--- src/inc/asr_pkg.sv ---
/*
  Shared constants and types of the asynchronous serial receiver:
  register map, field positions, reset values, sampler counts and state records.
  Assumes a 32-bit AHB-Lite register bus and one system clock.
*/
`default_nettype none

package asr_pkg;

  // ==========================================================
  // Register map (byte addresses)
  localparam logic [7:0] OFS_TX_CTRL = 8'h00;
  localparam logic [7:0] OFS_RX_CTRL = 8'h04;
  localparam logic [7:0] OFS_RX_DATA = 8'h08;
  localparam logic [7:0] OFS_BAUD_CTRL = 8'h0c;
  localparam logic [7:0] OFS_DIV_LO = 8'h10;
  localparam logic [7:0] OFS_DIV_HI = 8'h14;
  localparam logic [7:0] OFS_PIN_DIR = 8'h18;
  localparam logic [7:0] OFS_IRQ_CTRL = 8'h1c;
  localparam logic [2:0] HSIZE_WORD = 3'h2;

  // ==========================================================
  // Field positions
  localparam int SYNC_BIT = 4;
  localparam int HIGH_SPEED_BAUD_BIT = 2;
  localparam int TX_SHIFT_EMPTY_BIT = 1;
  localparam int SERIAL_PORT_ENABLE_BIT = 7;
  localparam int RX9_BIT = 6;
  localparam int CONTINUOUS_RECEIVE_ENABLE_BIT = 4;
  localparam int ADDRESS_DETECT_ENABLE_BIT = 3;
  localparam int FRAMING_ERROR_BIT = 2;
  localparam int OVERRUN_ERROR_BIT = 1;
  localparam int NINTH_RX_BIT_BIT = 0;
  localparam int RCIDL_BIT = 6;
  localparam int RECEIVE_POLARITY_INVERT_BIT = 5;
  localparam int WIDE_BAUD_COUNTER_BIT = 3;
  localparam int RX_DIR_BIT = 0;
  localparam int IRQ_EN_BIT = 0;
  localparam int IRQ_FLAG_BIT = 1;

  // ==========================================================
  // Writable masks and reset values
  localparam logic [7:0] TX_WR_MASK = 8'hfd;
  localparam logic [7:0] RC_WR_MASK = 8'hf8;
  localparam logic [7:0] BAUD_WR_MASK = 8'h38;
  localparam logic [7:0] CTRL_RESET = 8'h00;
  localparam logic [1:0] PIN_DIR_RESET = 2'h0;

  // ==========================================================
  // Sampler counts: 16 ticks per bit, votes at 7, 8 and 9
  localparam int OVERSAMPLE = 16;
  localparam logic [3:0] VOTE_A = 4'h7;
  localparam logic [3:0] VOTE_B = 4'h8;
  localparam logic [3:0] VOTE_C = 4'h9;
  localparam logic [3:0] LAST_BIT_8 = 4'h7;
  localparam logic [3:0] LAST_BIT_9 = 4'h8;
  localparam logic [1:0] SLOW_PRESCALE = 2'h3;
  localparam logic [1:0] FIFO_DEPTH = 2'h2;

  // ==========================================================
  // Types
  typedef enum logic [1:0] {RX_IDLE, RX_START, RX_DATA, RX_STOP} asr_rx_e_t;

  typedef struct packed {
    logic framing_error;
    logic d9;
    logic [7:0] data;
  } asr_entry_t;

  typedef struct packed {
    logic [1:0] pre;
    logic [15:0] cnt;
    logic tick;
  } asr_brg_t;

  typedef struct packed {
    logic [7:0] tx_ctrl;
    logic [7:0] rc_ctrl;
    logic [7:0] baud_ctrl;
    logic [7:0] div_lo;
    logic [7:0] div_hi;
    logic [1:0] pin_dir;
    logic irq_en;
    logic brg_restart;
    logic [2:0] sync;
    logic line;
    logic line_prev;
    asr_rx_e_t rx_st;
    logic [3:0] phase;
    logic [1:0] smp;
    logic [3:0] bit_idx;
    logic [8:0] shift;
    asr_entry_t [1:0] mem;
    logic fifo_rd;
    logic [1:0] fifo_cnt;
    logic overrun_error;
    logic flag;
    logic irq;
    logic dp_act;
    logic dp_write;
    logic dp_hit;
    logic [7:0] dp_addr;
    logic hready;
    logic [31:0] hrdata;
  } asr_state_t;

  function automatic logic asr_maj3(input logic a, input logic b, input logic c);
    return (a & b) | (a & c) | (b & c);
  endfunction

endpackage

`default_nettype wire

--- src/rtl/asr_baud_gen.sv ---
/*
  Baud generator: emits one tick per sixteenth of a bit.
  Assumes the divisor and mode bits come from registers on the same clock.
*/
`timescale 1ns/1ps
`default_nettype none

module asr_baud_gen
  import asr_pkg::*;
(
  // Clock and reset
  input wire logic clock_in,
  input wire logic rst_in,
  // Control
  input wire logic enable_in,
  input wire logic restart_in,
  input wire logic [15:0] divisor_in,
  input wire logic wide_in,
  input wire logic high_in,
  // Sample tick
  output logic tick_out
);

  asr_brg_t s;
  asr_brg_t n;
  logic [15:0] div;

  // ==========================================================
  // Divider: 4(n+1) clocks per tick in slow mode, n+1 otherwise
  always_comb
  begin
    n = s;
    n.tick = 1'b0;
    div = wide_in ? divisor_in : {8'h00, divisor_in[7:0]};
    if (!enable_in || restart_in)
    begin
      n.pre = 2'h0;
      n.cnt = div;
    end
    else if (s.pre != 2'h0)
    begin
      n.pre = s.pre - 2'h1;
    end
    else
    begin
      n.pre = (!wide_in && !high_in) ? SLOW_PRESCALE : 2'h0;
      if (s.cnt == 16'h0000)
      begin
        n.cnt = div;
        n.tick = 1'b1;
      end
      else
      begin
        n.cnt = s.cnt - 16'h0001;
      end
    end
  end

  always_ff @(posedge clock_in or posedge rst_in)
  begin
    if (rst_in)
    begin
      s <= '0;
    end
    else
    begin
      s <= n;
    end
  end

  assign tick_out = s.tick;

endmodule

`default_nettype wire

--- src/rtl/asr_top.sv ---
/*
  Asynchronous serial receiver with AHB-Lite register slave, two-entry
  receive buffer, address detection and polarity inversion.
  Assumes one clock, an AHB-Lite master with word transfers, and a remote
  transmitter on the receive pin.
*/
// The address map and register access over AHB-Lite were chosen for this implementation.
// Overview of operation
// - Port enable activates; sync bit must be zero
// - Port runs only with enable and receive direction
// - Nine data bits when nine-bit mode set
// - Polarity invert treats line idle-low, data inverted
// - Continuous receive enable starts and stops reception
// - Flag rises on buffer load; interrupt if enabled
// - Data read returns low byte of oldest character
// - Clearing continuous receive clears overrun
// - Address detect in nine-bit mode keeps only ninth-bit-one characters
// - Delivered ninth bit reads one in address mode
// - Sixteen-times sampler; shift once per bit
// - Start rechecked at half bit; abort silently
// - Zero stop sample marks framing error
// - Two-entry buffer; third character sets overrun, blocks
`timescale 1ns/1ps
`default_nettype none

module asr_top
  import asr_pkg::*;
(
  // Clock and reset
  input wire logic clock_in,
  input wire logic rst_in,
  // AHB-Lite slave
  input wire logic hsel_in,
  input wire logic [31:0] haddr_in,
  input wire logic [1:0] htrans_in,
  input wire logic hwrite_in,
  input wire logic [2:0] hsize_in,
  input wire logic [31:0] hwdata_in,
  input wire logic hready_in,
  output logic hreadyout_out,
  output logic [31:0] hrdata_out,
  output logic hresp_out,
  // Serial line
  input wire logic receive_pin_in,
  // Receive status
  output logic receive_flag_out,
  output logic receive_irq_out
);

  asr_state_t s;
  asr_state_t n;
  logic brg_tick;
  logic port_on;
  logic rx_on;
  logic level;
  logic fall;
  logic vote;
  logic d9;
  logic has;
  logic push_evt;
  logic pop_evt;
  asr_entry_t push_word;
  asr_entry_t top;
  logic [7:0] rd8;

  // ==========================================================
  // Baud tick
  asr_baud_gen u_brg (
    .clock_in(clock_in),
    .rst_in(rst_in),
    .enable_in(s.rc_ctrl[SERIAL_PORT_ENABLE_BIT]),
    .restart_in(s.brg_restart),
    .divisor_in({s.div_hi, s.div_lo}),
    .wide_in(s.baud_ctrl[WIDE_BAUD_COUNTER_BIT]),
    .high_in(s.tx_ctrl[HIGH_SPEED_BAUD_BIT]),
    .tick_out(brg_tick)
  );

  // ==========================================================
  // Next state
  always_comb
  begin
    n = s;
    n.brg_restart = 1'b0;
    push_evt = 1'b0;
    pop_evt = 1'b0;
    push_word = '0;
    d9 = 1'b0;
    rd8 = 8'h00;
    port_on = s.rc_ctrl[SERIAL_PORT_ENABLE_BIT] & s.pin_dir[RX_DIR_BIT];
    rx_on = port_on & s.rc_ctrl[CONTINUOUS_RECEIVE_ENABLE_BIT] & ~s.tx_ctrl[SYNC_BIT];
    top = s.mem[s.fifo_rd];
    has = s.fifo_cnt != 2'h0;

    // Pin synchroniser; level accepted once stages two and three agree
    n.sync = {s.sync[1:0], receive_pin_in};
    if (s.sync[1] == s.sync[2])
    begin
      n.line = s.sync[2];
    end
    n.line_prev = s.line;
    level = s.line ^ s.baud_ctrl[RECEIVE_POLARITY_INVERT_BIT];
    fall = (s.line_prev ^ s.baud_ctrl[RECEIVE_POLARITY_INVERT_BIT]) & ~level;
    vote = asr_maj3(s.smp[0], s.smp[1], level);

    // Bus address phase
    if (hsel_in && htrans_in[1] && hready_in)
    begin
      n.dp_act = 1'b1;
      n.hready = 1'b0;
      n.dp_write = hwrite_in;
      n.dp_addr = haddr_in[7:0];
      n.dp_hit = (haddr_in[31:8] == 24'h000000) && (hsize_in == HSIZE_WORD) && (haddr_in[1:0] == 2'h0);
    end

    // Read mux
    case (s.dp_addr)
      OFS_TX_CTRL:
      begin
        rd8 = s.tx_ctrl;
        rd8[TX_SHIFT_EMPTY_BIT] = 1'b1;
      end
      OFS_RX_CTRL:
      begin
        rd8 = s.rc_ctrl;
        rd8[FRAMING_ERROR_BIT] = has & top.framing_error;
        rd8[OVERRUN_ERROR_BIT] = s.overrun_error;
        rd8[NINTH_RX_BIT_BIT] = has & top.d9;
      end
      OFS_RX_DATA:
      begin
        rd8 = has ? top.data : 8'h00;
      end
      OFS_BAUD_CTRL:
      begin
        rd8 = s.baud_ctrl;
        rd8[RCIDL_BIT] = s.rx_st == RX_IDLE;
      end
      OFS_DIV_LO:
      begin
        rd8 = s.div_lo;
      end
      OFS_DIV_HI:
      begin
        rd8 = s.div_hi;
      end
      OFS_PIN_DIR:
      begin
        rd8 = {6'h00, s.pin_dir};
      end
      OFS_IRQ_CTRL:
      begin
        rd8[IRQ_EN_BIT] = s.irq_en;
        rd8[IRQ_FLAG_BIT] = s.flag;
      end
      default:
      begin
        rd8 = 8'h00;
      end
    endcase

    // Bus data phase: one wait state, then answer
    if (s.dp_act && !s.hready)
    begin
      n.dp_act = 1'b0;
      n.hready = 1'b1;
      n.hrdata = (s.dp_hit && !s.dp_write) ? {24'h000000, rd8} : 32'h00000000;
      if (s.dp_hit && s.dp_write)
      begin
        case (s.dp_addr)
          OFS_TX_CTRL:
          begin
            n.tx_ctrl = hwdata_in[7:0] & TX_WR_MASK;
          end
          OFS_RX_CTRL:
          begin
            n.rc_ctrl = hwdata_in[7:0] & RC_WR_MASK;
          end
          OFS_BAUD_CTRL:
          begin
            n.baud_ctrl = hwdata_in[7:0] & BAUD_WR_MASK;
          end
          OFS_DIV_LO:
          begin
            n.div_lo = hwdata_in[7:0];
            n.brg_restart = 1'b1;
          end
          OFS_DIV_HI:
          begin
            n.div_hi = hwdata_in[7:0];
            n.brg_restart = 1'b1;
          end
          OFS_PIN_DIR:
          begin
            n.pin_dir = hwdata_in[1:0];
          end
          OFS_IRQ_CTRL:
          begin
            n.irq_en = hwdata_in[IRQ_EN_BIT];
          end
          default:
          begin
            n.irq_en = s.irq_en;
          end
        endcase
      end
      else if (s.dp_hit && s.dp_addr == OFS_RX_DATA && has)
      begin
        pop_evt = 1'b1;
      end
    end

    // Buffer read advances to the next character
    if (pop_evt)
    begin
      n.fifo_rd = ~s.fifo_rd;
      n.fifo_cnt = s.fifo_cnt - 2'h1;
    end

    // Overrun cleared while continuous receive is off
    if (!s.rc_ctrl[CONTINUOUS_RECEIVE_ENABLE_BIT])
    begin
      n.overrun_error = 1'b0;
    end

    // Receiver
    if (!rx_on)
    begin
      n.rx_st = RX_IDLE;
    end
    else if (s.rx_st == RX_IDLE)
    begin
      if (fall && !s.overrun_error)
      begin
        n.rx_st = RX_START;
        n.phase = 4'h0;
        n.bit_idx = 4'h0;
        n.shift = 9'h000;
      end
    end
    else if (brg_tick)
    begin
      n.phase = s.phase + 4'h1;
      if (s.phase == VOTE_A)
      begin
        n.smp[0] = level;
      end
      if (s.phase == VOTE_B)
      begin
        n.smp[1] = level;
      end
      if (s.phase == VOTE_C)
      begin
        case (s.rx_st)
          RX_START:
          begin
            n.rx_st = vote ? RX_IDLE : RX_DATA;
          end
          RX_DATA:
          begin
            n.shift[s.bit_idx] = vote;
            if (s.bit_idx == (s.rc_ctrl[RX9_BIT] ? LAST_BIT_9 : LAST_BIT_8))
            begin
              n.rx_st = RX_STOP;
            end
            else
            begin
              n.bit_idx = s.bit_idx + 4'h1;
            end
          end
          RX_STOP:
          begin
            n.rx_st = RX_IDLE;
            d9 = s.rc_ctrl[RX9_BIT] & s.shift[8];
            push_word = '{framing_error: ~vote, d9: d9, data: s.shift[7:0]};
            if (s.rc_ctrl[RX9_BIT] && s.rc_ctrl[ADDRESS_DETECT_ENABLE_BIT] && !d9)
            begin
              push_evt = 1'b0;
            end
            else if (n.fifo_cnt == FIFO_DEPTH)
            begin
              n.overrun_error = 1'b1;
            end
            else
            begin
              push_evt = 1'b1;
              n.mem[n.fifo_rd ^ n.fifo_cnt[0]] = push_word;
              n.fifo_cnt = n.fifo_cnt + 2'h1;
            end
          end
          default:
          begin
            n.rx_st = RX_IDLE;
          end
        endcase
      end
    end

    // Port disable resets receiver, buffer and errors
    if (!port_on)
    begin
      n.rx_st = RX_IDLE;
      n.fifo_cnt = 2'h0;
      n.fifo_rd = 1'b0;
      n.overrun_error = 1'b0;
    end

    n.flag = n.fifo_cnt != 2'h0;
    n.irq = n.flag & n.irq_en;
  end

  // ==========================================================
  // State register
  always_ff @(posedge clock_in or posedge rst_in)
  begin
    if (rst_in)
    begin
      s <= '0;
      s.hready <= 1'b1;
    end
    else
    begin
      s <= n;
    end
  end

  assign hreadyout_out = s.hready;
  assign hrdata_out = s.hrdata;
  assign hresp_out = 1'b0;
  assign receive_flag_out = s.flag;
  assign receive_irq_out = s.irq;

  // ==========================================================
  // Assertions
  property p_flag_on_push;
    @(posedge clock_in) disable iff (rst_in)
    push_evt |=> receive_flag_out ##0 (receive_irq_out == s.irq_en);
  endproperty
  a_flag_on_push: assert property (p_flag_on_push) else $error("flag not raised after buffer load");

  property p_rx_off_idle;
    @(posedge clock_in) disable iff (rst_in)
    !s.rc_ctrl[CONTINUOUS_RECEIVE_ENABLE_BIT] |=> (s.rx_st == RX_IDLE);
  endproperty
  a_rx_off_idle: assert property (p_rx_off_idle) else $error("receiver active with receive disabled");

  property p_overrun_error_clear;
    @(posedge clock_in) disable iff (rst_in)
    (s.overrun_error && !s.rc_ctrl[CONTINUOUS_RECEIVE_ENABLE_BIT]) |=> !s.overrun_error;
  endproperty
  a_overrun_error_clear: assert property (p_overrun_error_clear) else $error("overrun not cleared");

  property p_overrun_error_blocks;
    @(posedge clock_in) disable iff (rst_in)
    s.overrun_error |-> (s.rx_st == RX_IDLE) && (s.fifo_cnt <= FIFO_DEPTH) && !push_evt;
  endproperty
  a_overrun_error_blocks: assert property (p_overrun_error_blocks) else $error("reception during overrun");

  property p_addr_ninth;
    @(posedge clock_in) disable iff (rst_in)
    (push_evt && s.rc_ctrl[RX9_BIT] && s.rc_ctrl[ADDRESS_DETECT_ENABLE_BIT]) |-> push_word.d9;
  endproperty
  a_addr_ninth: assert property (p_addr_ninth) else $error("address mode delivered ninth bit zero");

  property p_start_abort;
    @(posedge clock_in) disable iff (rst_in)
    (rx_on && s.rx_st == RX_START && brg_tick && s.phase == VOTE_C && vote) |=> (s.rx_st == RX_IDLE);
  endproperty
  a_start_abort: assert property (p_start_abort) else $error("false start not aborted");

  property p_shift_on_tick;
    @(posedge clock_in) disable iff (rst_in)
    ($changed(s.bit_idx) && s.bit_idx != 4'h0) |-> $past(brg_tick) && ($past(s.phase) == VOTE_C);
  endproperty
  a_shift_on_tick: assert property (p_shift_on_tick) else $error("bit advanced off centre");

  property p_nine_bits;
    @(posedge clock_in) disable iff (rst_in)
    (s.rx_st == RX_DATA && n.rx_st == RX_STOP) |-> (s.bit_idx == (s.rc_ctrl[RX9_BIT] ? LAST_BIT_9 : LAST_BIT_8));
  endproperty
  a_nine_bits: assert property (p_nine_bits) else $error("wrong data bit count");

  property p_framing_error_stop;
    @(posedge clock_in) disable iff (rst_in)
    push_evt |-> (push_word.framing_error == !vote);
  endproperty
  a_framing_error_stop: assert property (p_framing_error_stop) else $error("framing error mismatch");

  property p_port_off;
    @(posedge clock_in) disable iff (rst_in)
    !port_on |=> (s.fifo_cnt == 2'h0) && (s.rx_st == RX_IDLE) ##1 !receive_flag_out;
  endproperty
  a_port_off: assert property (p_port_off) else $error("disabled port holds data");

  property p_data_low_byte;
    @(posedge clock_in) disable iff (rst_in)
    (s.dp_act && !s.hready && s.dp_hit && !s.dp_write && s.dp_addr == OFS_RX_DATA)
      |=> hreadyout_out && (hrdata_out[31:8] == 24'h000000);
  endproperty
  a_data_low_byte: assert property (p_data_low_byte) else $error("data read wider than a byte");

endmodule

`default_nettype wire

--- config.mk ---
export PLATFORM = sky130hd
export DESIGN_NAME = asr_top
export DESIGN_NICKNAME = d
export VERILOG_FILES = /design/src/inc/asr_pkg.sv /design/src/rtl/asr_baud_gen.sv /design/src/rtl/asr_top.sv
export SDC_FILE = /design/constraint.sdc
export NUM_CORES = 1
export LEC_CHECK = 0
export ABC_AREA = 1
export BUFFER_PORTS_ARGS = -buffer_cell sky130_fd_sc_hd__buf_2
export CAP_MARGIN = 5
export CORE_MARGIN = 2
export CORE_UTILIZATION = 45
export CTS_CLUSTER_DIAMETER = 40
export CTS_CLUSTER_SIZE = 24
export DETAILED_ROUTE_END_ITERATION = 7
export GPL_ROUTABILITY_DRIVEN = 0
export HOLD_SLACK_MARGIN = 0.03
export PLACE_DENSITY = 0.66
export SYNTH_ARGS = -nofsm -noshare
export SYNTH_HDL_FRONTEND = slang
export SYNTH_SLANG_ARGS = --single-unit
--- constraint.sdc ---
create_clock -name clock_in -period 4.9 [get_ports clock_in]
set_input_delay 0 -clock clock_in [delete_from_list [all_inputs] [get_ports clock_in]]
set_output_delay 0 -clock clock_in [all_outputs]
set_load 0.05 [all_outputs]
==> results.md <==
- First drt pass iteration count: 5
- Antenna cells: 0
- Layout area overhead: 15.7%
- Die Y: 128 um
- Pin count of the biggest net entering global routing: 76
- Comb power frac: 0.084
- Initial Utilization: 0.460
- Final hold vios: 0
- Total negative slack: 0 ns
- Most frequent cell after synthesis: nand2_1
- DR iter-0 viols: 453
- Sequential power share: 0.425
- Max Cap Violations: 0
- Maximum vdd ir drop: between 0.0002 and 0.00025 V
- Number of synthesized flops with an enable pin: 0
- Reg clk slew, reported paths: approximately 0.05 ns
- Worst path required time: about 5.3 ns
- Placed cell count: 1,080
- Lkg Pwr: 0.00402 uW
- FP Rows: 45
- DRC: 0
- CTS Buf Count: 17
- Antenna viol nets, final: 0
- GRT Util Overall: 0.200
- Final Net Count: ~1,000
- Final Non-Filler Cells: between 1,000 and 1,500
- Worst Path Arrival: around 2.9 ns
- Wirelength, routed: 15.5 mm
- Vias per cell: between 4 and 5
- Int Pwr: ~1900 uW
- Post-synthesis cell count: approximately 860
- F_max: ~400 MHz
- Synth top area share: 0.449
- Least-Margin Pin Slew: 1.12 ns
- Status: finished, final reports clean
- Initial antenna violation count: 0
- Final setup viols: 0
- Drt wl/cell: around 14 um
- Detailed-route via count: about 5,600
- RSZ-0062 raised after global routing: no
- Final period util: 0.512
- FFs w/ async S/R, synth: 1.00
- Min Tclk post-route: about 2.5 ns
- Seq/Total Area, Yosys: 0.453
- Die Area: roughly 16,000 um^2
- Root Buffer Master: clkbuf_16
- Clk buf depth: 2
- Final worst slack: around 2.4 ns
- Chip Width: 128 um
- Synth Warn #: 0
- Most instantiated cells after synthesis: 245 x nand2_1, 125 x dfrtp_1, 84 x inv_1
- Num ports: roughly 110
- P_sw: around 660 uW
- Clock Sinks: around 130
- CTS tree: yes
- Setup CP Type: in2reg
- Clock network fraction of total power: 0.491
- Vias in the first global route: 5,329
- IO Port Bufs: 60
- Synth Register Bits: roughly 130
- Share of layout cells above drive strength 1: 0.177
- Top_reg_cell synth: dfrtp_1
- FF+latch area: 3150 um^2
- Clk Latency, worst-skew pair: 0.43 ns
- H-Tree Level Count: 4
- Final Total Pwr: between 2000 and 3000 uW
- Area leader, netlist: dfrtp_1
- Multi-input gate area: about 3200 um^2
- Syn Area/Cell: 8.13 um^2
- Setup crit end kind: register
- DP Wirelength: 11.1 mm
- DP Worst Slack: approximately 2.6 ns
- Crit start category: input pin
- Synth top area cells: dfrtp_1 45%, nand2_1 13%, inv_1 4.5%
- PwrDens: 317 nW/um^2
- Overflow after GRT: 0
- Mapped cell area: 6960 um^2
- Worst slew margin: 0.248
- Worst Path Max Fanout: 1
- Sw Ratio: 0.257
- HP Class: in2reg
- Slew Limit Fails: 0
- Core Box Area: ~15,000 um^2
- Cell variety after synth: 45
- Postcts setup bufs: 0
- Worst Skew: between 0.01 and 0.015 ns
- Number of fill cells: between 1,000 and 1,500
- First-pass GRT wire length: around 26 mm
-- layout by cell type, fill, tap and decap left out, types with 8 or more instances in the layout --
master / count
clkbuf_16: 17
buf_2: 60
xor2_1: 9
nor2_1: 55
nor3_1: 10
ha_1: 15
inv_1: 83
nand2_1: 245
a21oi_1: 18
nand2_2: 19
nor4_1: 8
nand3_1: 57
nand4_1: 12
o21ai_2: 20
dfrtp_1: 125
o21ai_1: 12
o21ai_0: 55
conb_1: 25
dlygate4sd3_1: 23
-- sequential cells by signal (all words and copies together), names as in the netlist --
register and cells:
s 93, u_brg.s 18, hrdata_out 8, n 3, hreadyout_out 1, receive_flag_out 1, receive_irq_out 1, u_brg.tick_out 1
-- critical path, cell delays in order --
cell and delay, ns:
dlygate4sd3_1 0.53, buf_2 0.12, nor4_1 0.22, dlygate4sd3_1 0.60, nand4_1 0.07, dlygate4sd3_1 0.57, o31ai_1 0.18, dlygate4sd3_1 0.57
-- final cells by class --
type,count,area share
Multi-Input combinational cell,614,0.396
Sequential cell,126,0.392
Timing Repair Buffer,84,0.0668
Clock buffer,19,0.0562
Inverter,91,0.0429
Tap cell,188,0.0292
Clock inverter,13,0.0174
-- power by group through the flow --
| stage | combinational (uW) | clock [uW] | sequential (uW) |
|---|---|---|---|
| floorplan | 156 | 0 | 1120 |
| global placement | 203 | 0 | 1100 |
| detailed placement | 205 | 0 | 1100 |
| CTS | 219 | 1280 | 1090 |
| global route | 240 | 1330 | 1090 |
| finish | 215 | 1260 | 1090 |
-- per-stage QoR --
stage | hold slack [ns] | area, um^2 | util
final | 0.0752 | 8060 | 0.532
after global routing | 0.102 | 8060 | 0.532
after CTS | 0.0728 | 8060 | 0.532
after detailed placement | 0.113 | 7230 | 0.477
after global placement | 0.111 | 7230 | 0.477
after floorplan | 0.0314 | 7050 | -
-- kinds of logic after synthesis --
kind of cell / share of synthesized area
XOR/XNOR: 0.0201
flip-flops: 0.453
other: 0.000539
multiplexers: 0.00288
adder cells (fa/ha/maj): 0.0284
AO/OA/AOI/OAI: 0.105
AND/OR/NAND/NOR: 0.288
buffers and inverters: 0.102
-- per-layer routing --
metal	global-route usage	vias up	wire length [um]
met5	0	-	0
met4	0.0705	0	280
met3	0.0474	25	774
met2	0.322	152	7140
met1	0.266	2595	7300
li1	-	2859	-
-- path summary, 6_finish.rpt --
path                                       from                end  slack [ns]  depth (start not counted)
worst max register to register  s[47]$_DFF_PP0_  s[50]$_DFFE_PP0P_        2.61                         11
worst min register to register  n[94]$_DFF_PP0_    n[95]$_DFF_PP0_        0.35                          0
worst max-delay path               haddr_in[15]  s[41]$_DFFE_PP0P_        2.39                          8
min in group asynchronous                rst_in  s[62]$_DFFE_PP0P_        0.32                          3
worst min-delay path               htrans_in[1]  s[43]$_DFFE_PP0P_        0.08                          3
max in group asynchronous                rst_in  s[98]$_DFFE_PP0P_        3.37                          4
-- timing repair --
item | 4_1_cts | 5_1_grt
hold endpoints to repair | 120 | 0
hold buffers | 23 | 0
gates resized for setup | 0 | 0
(Power assumes the default switching activity.)
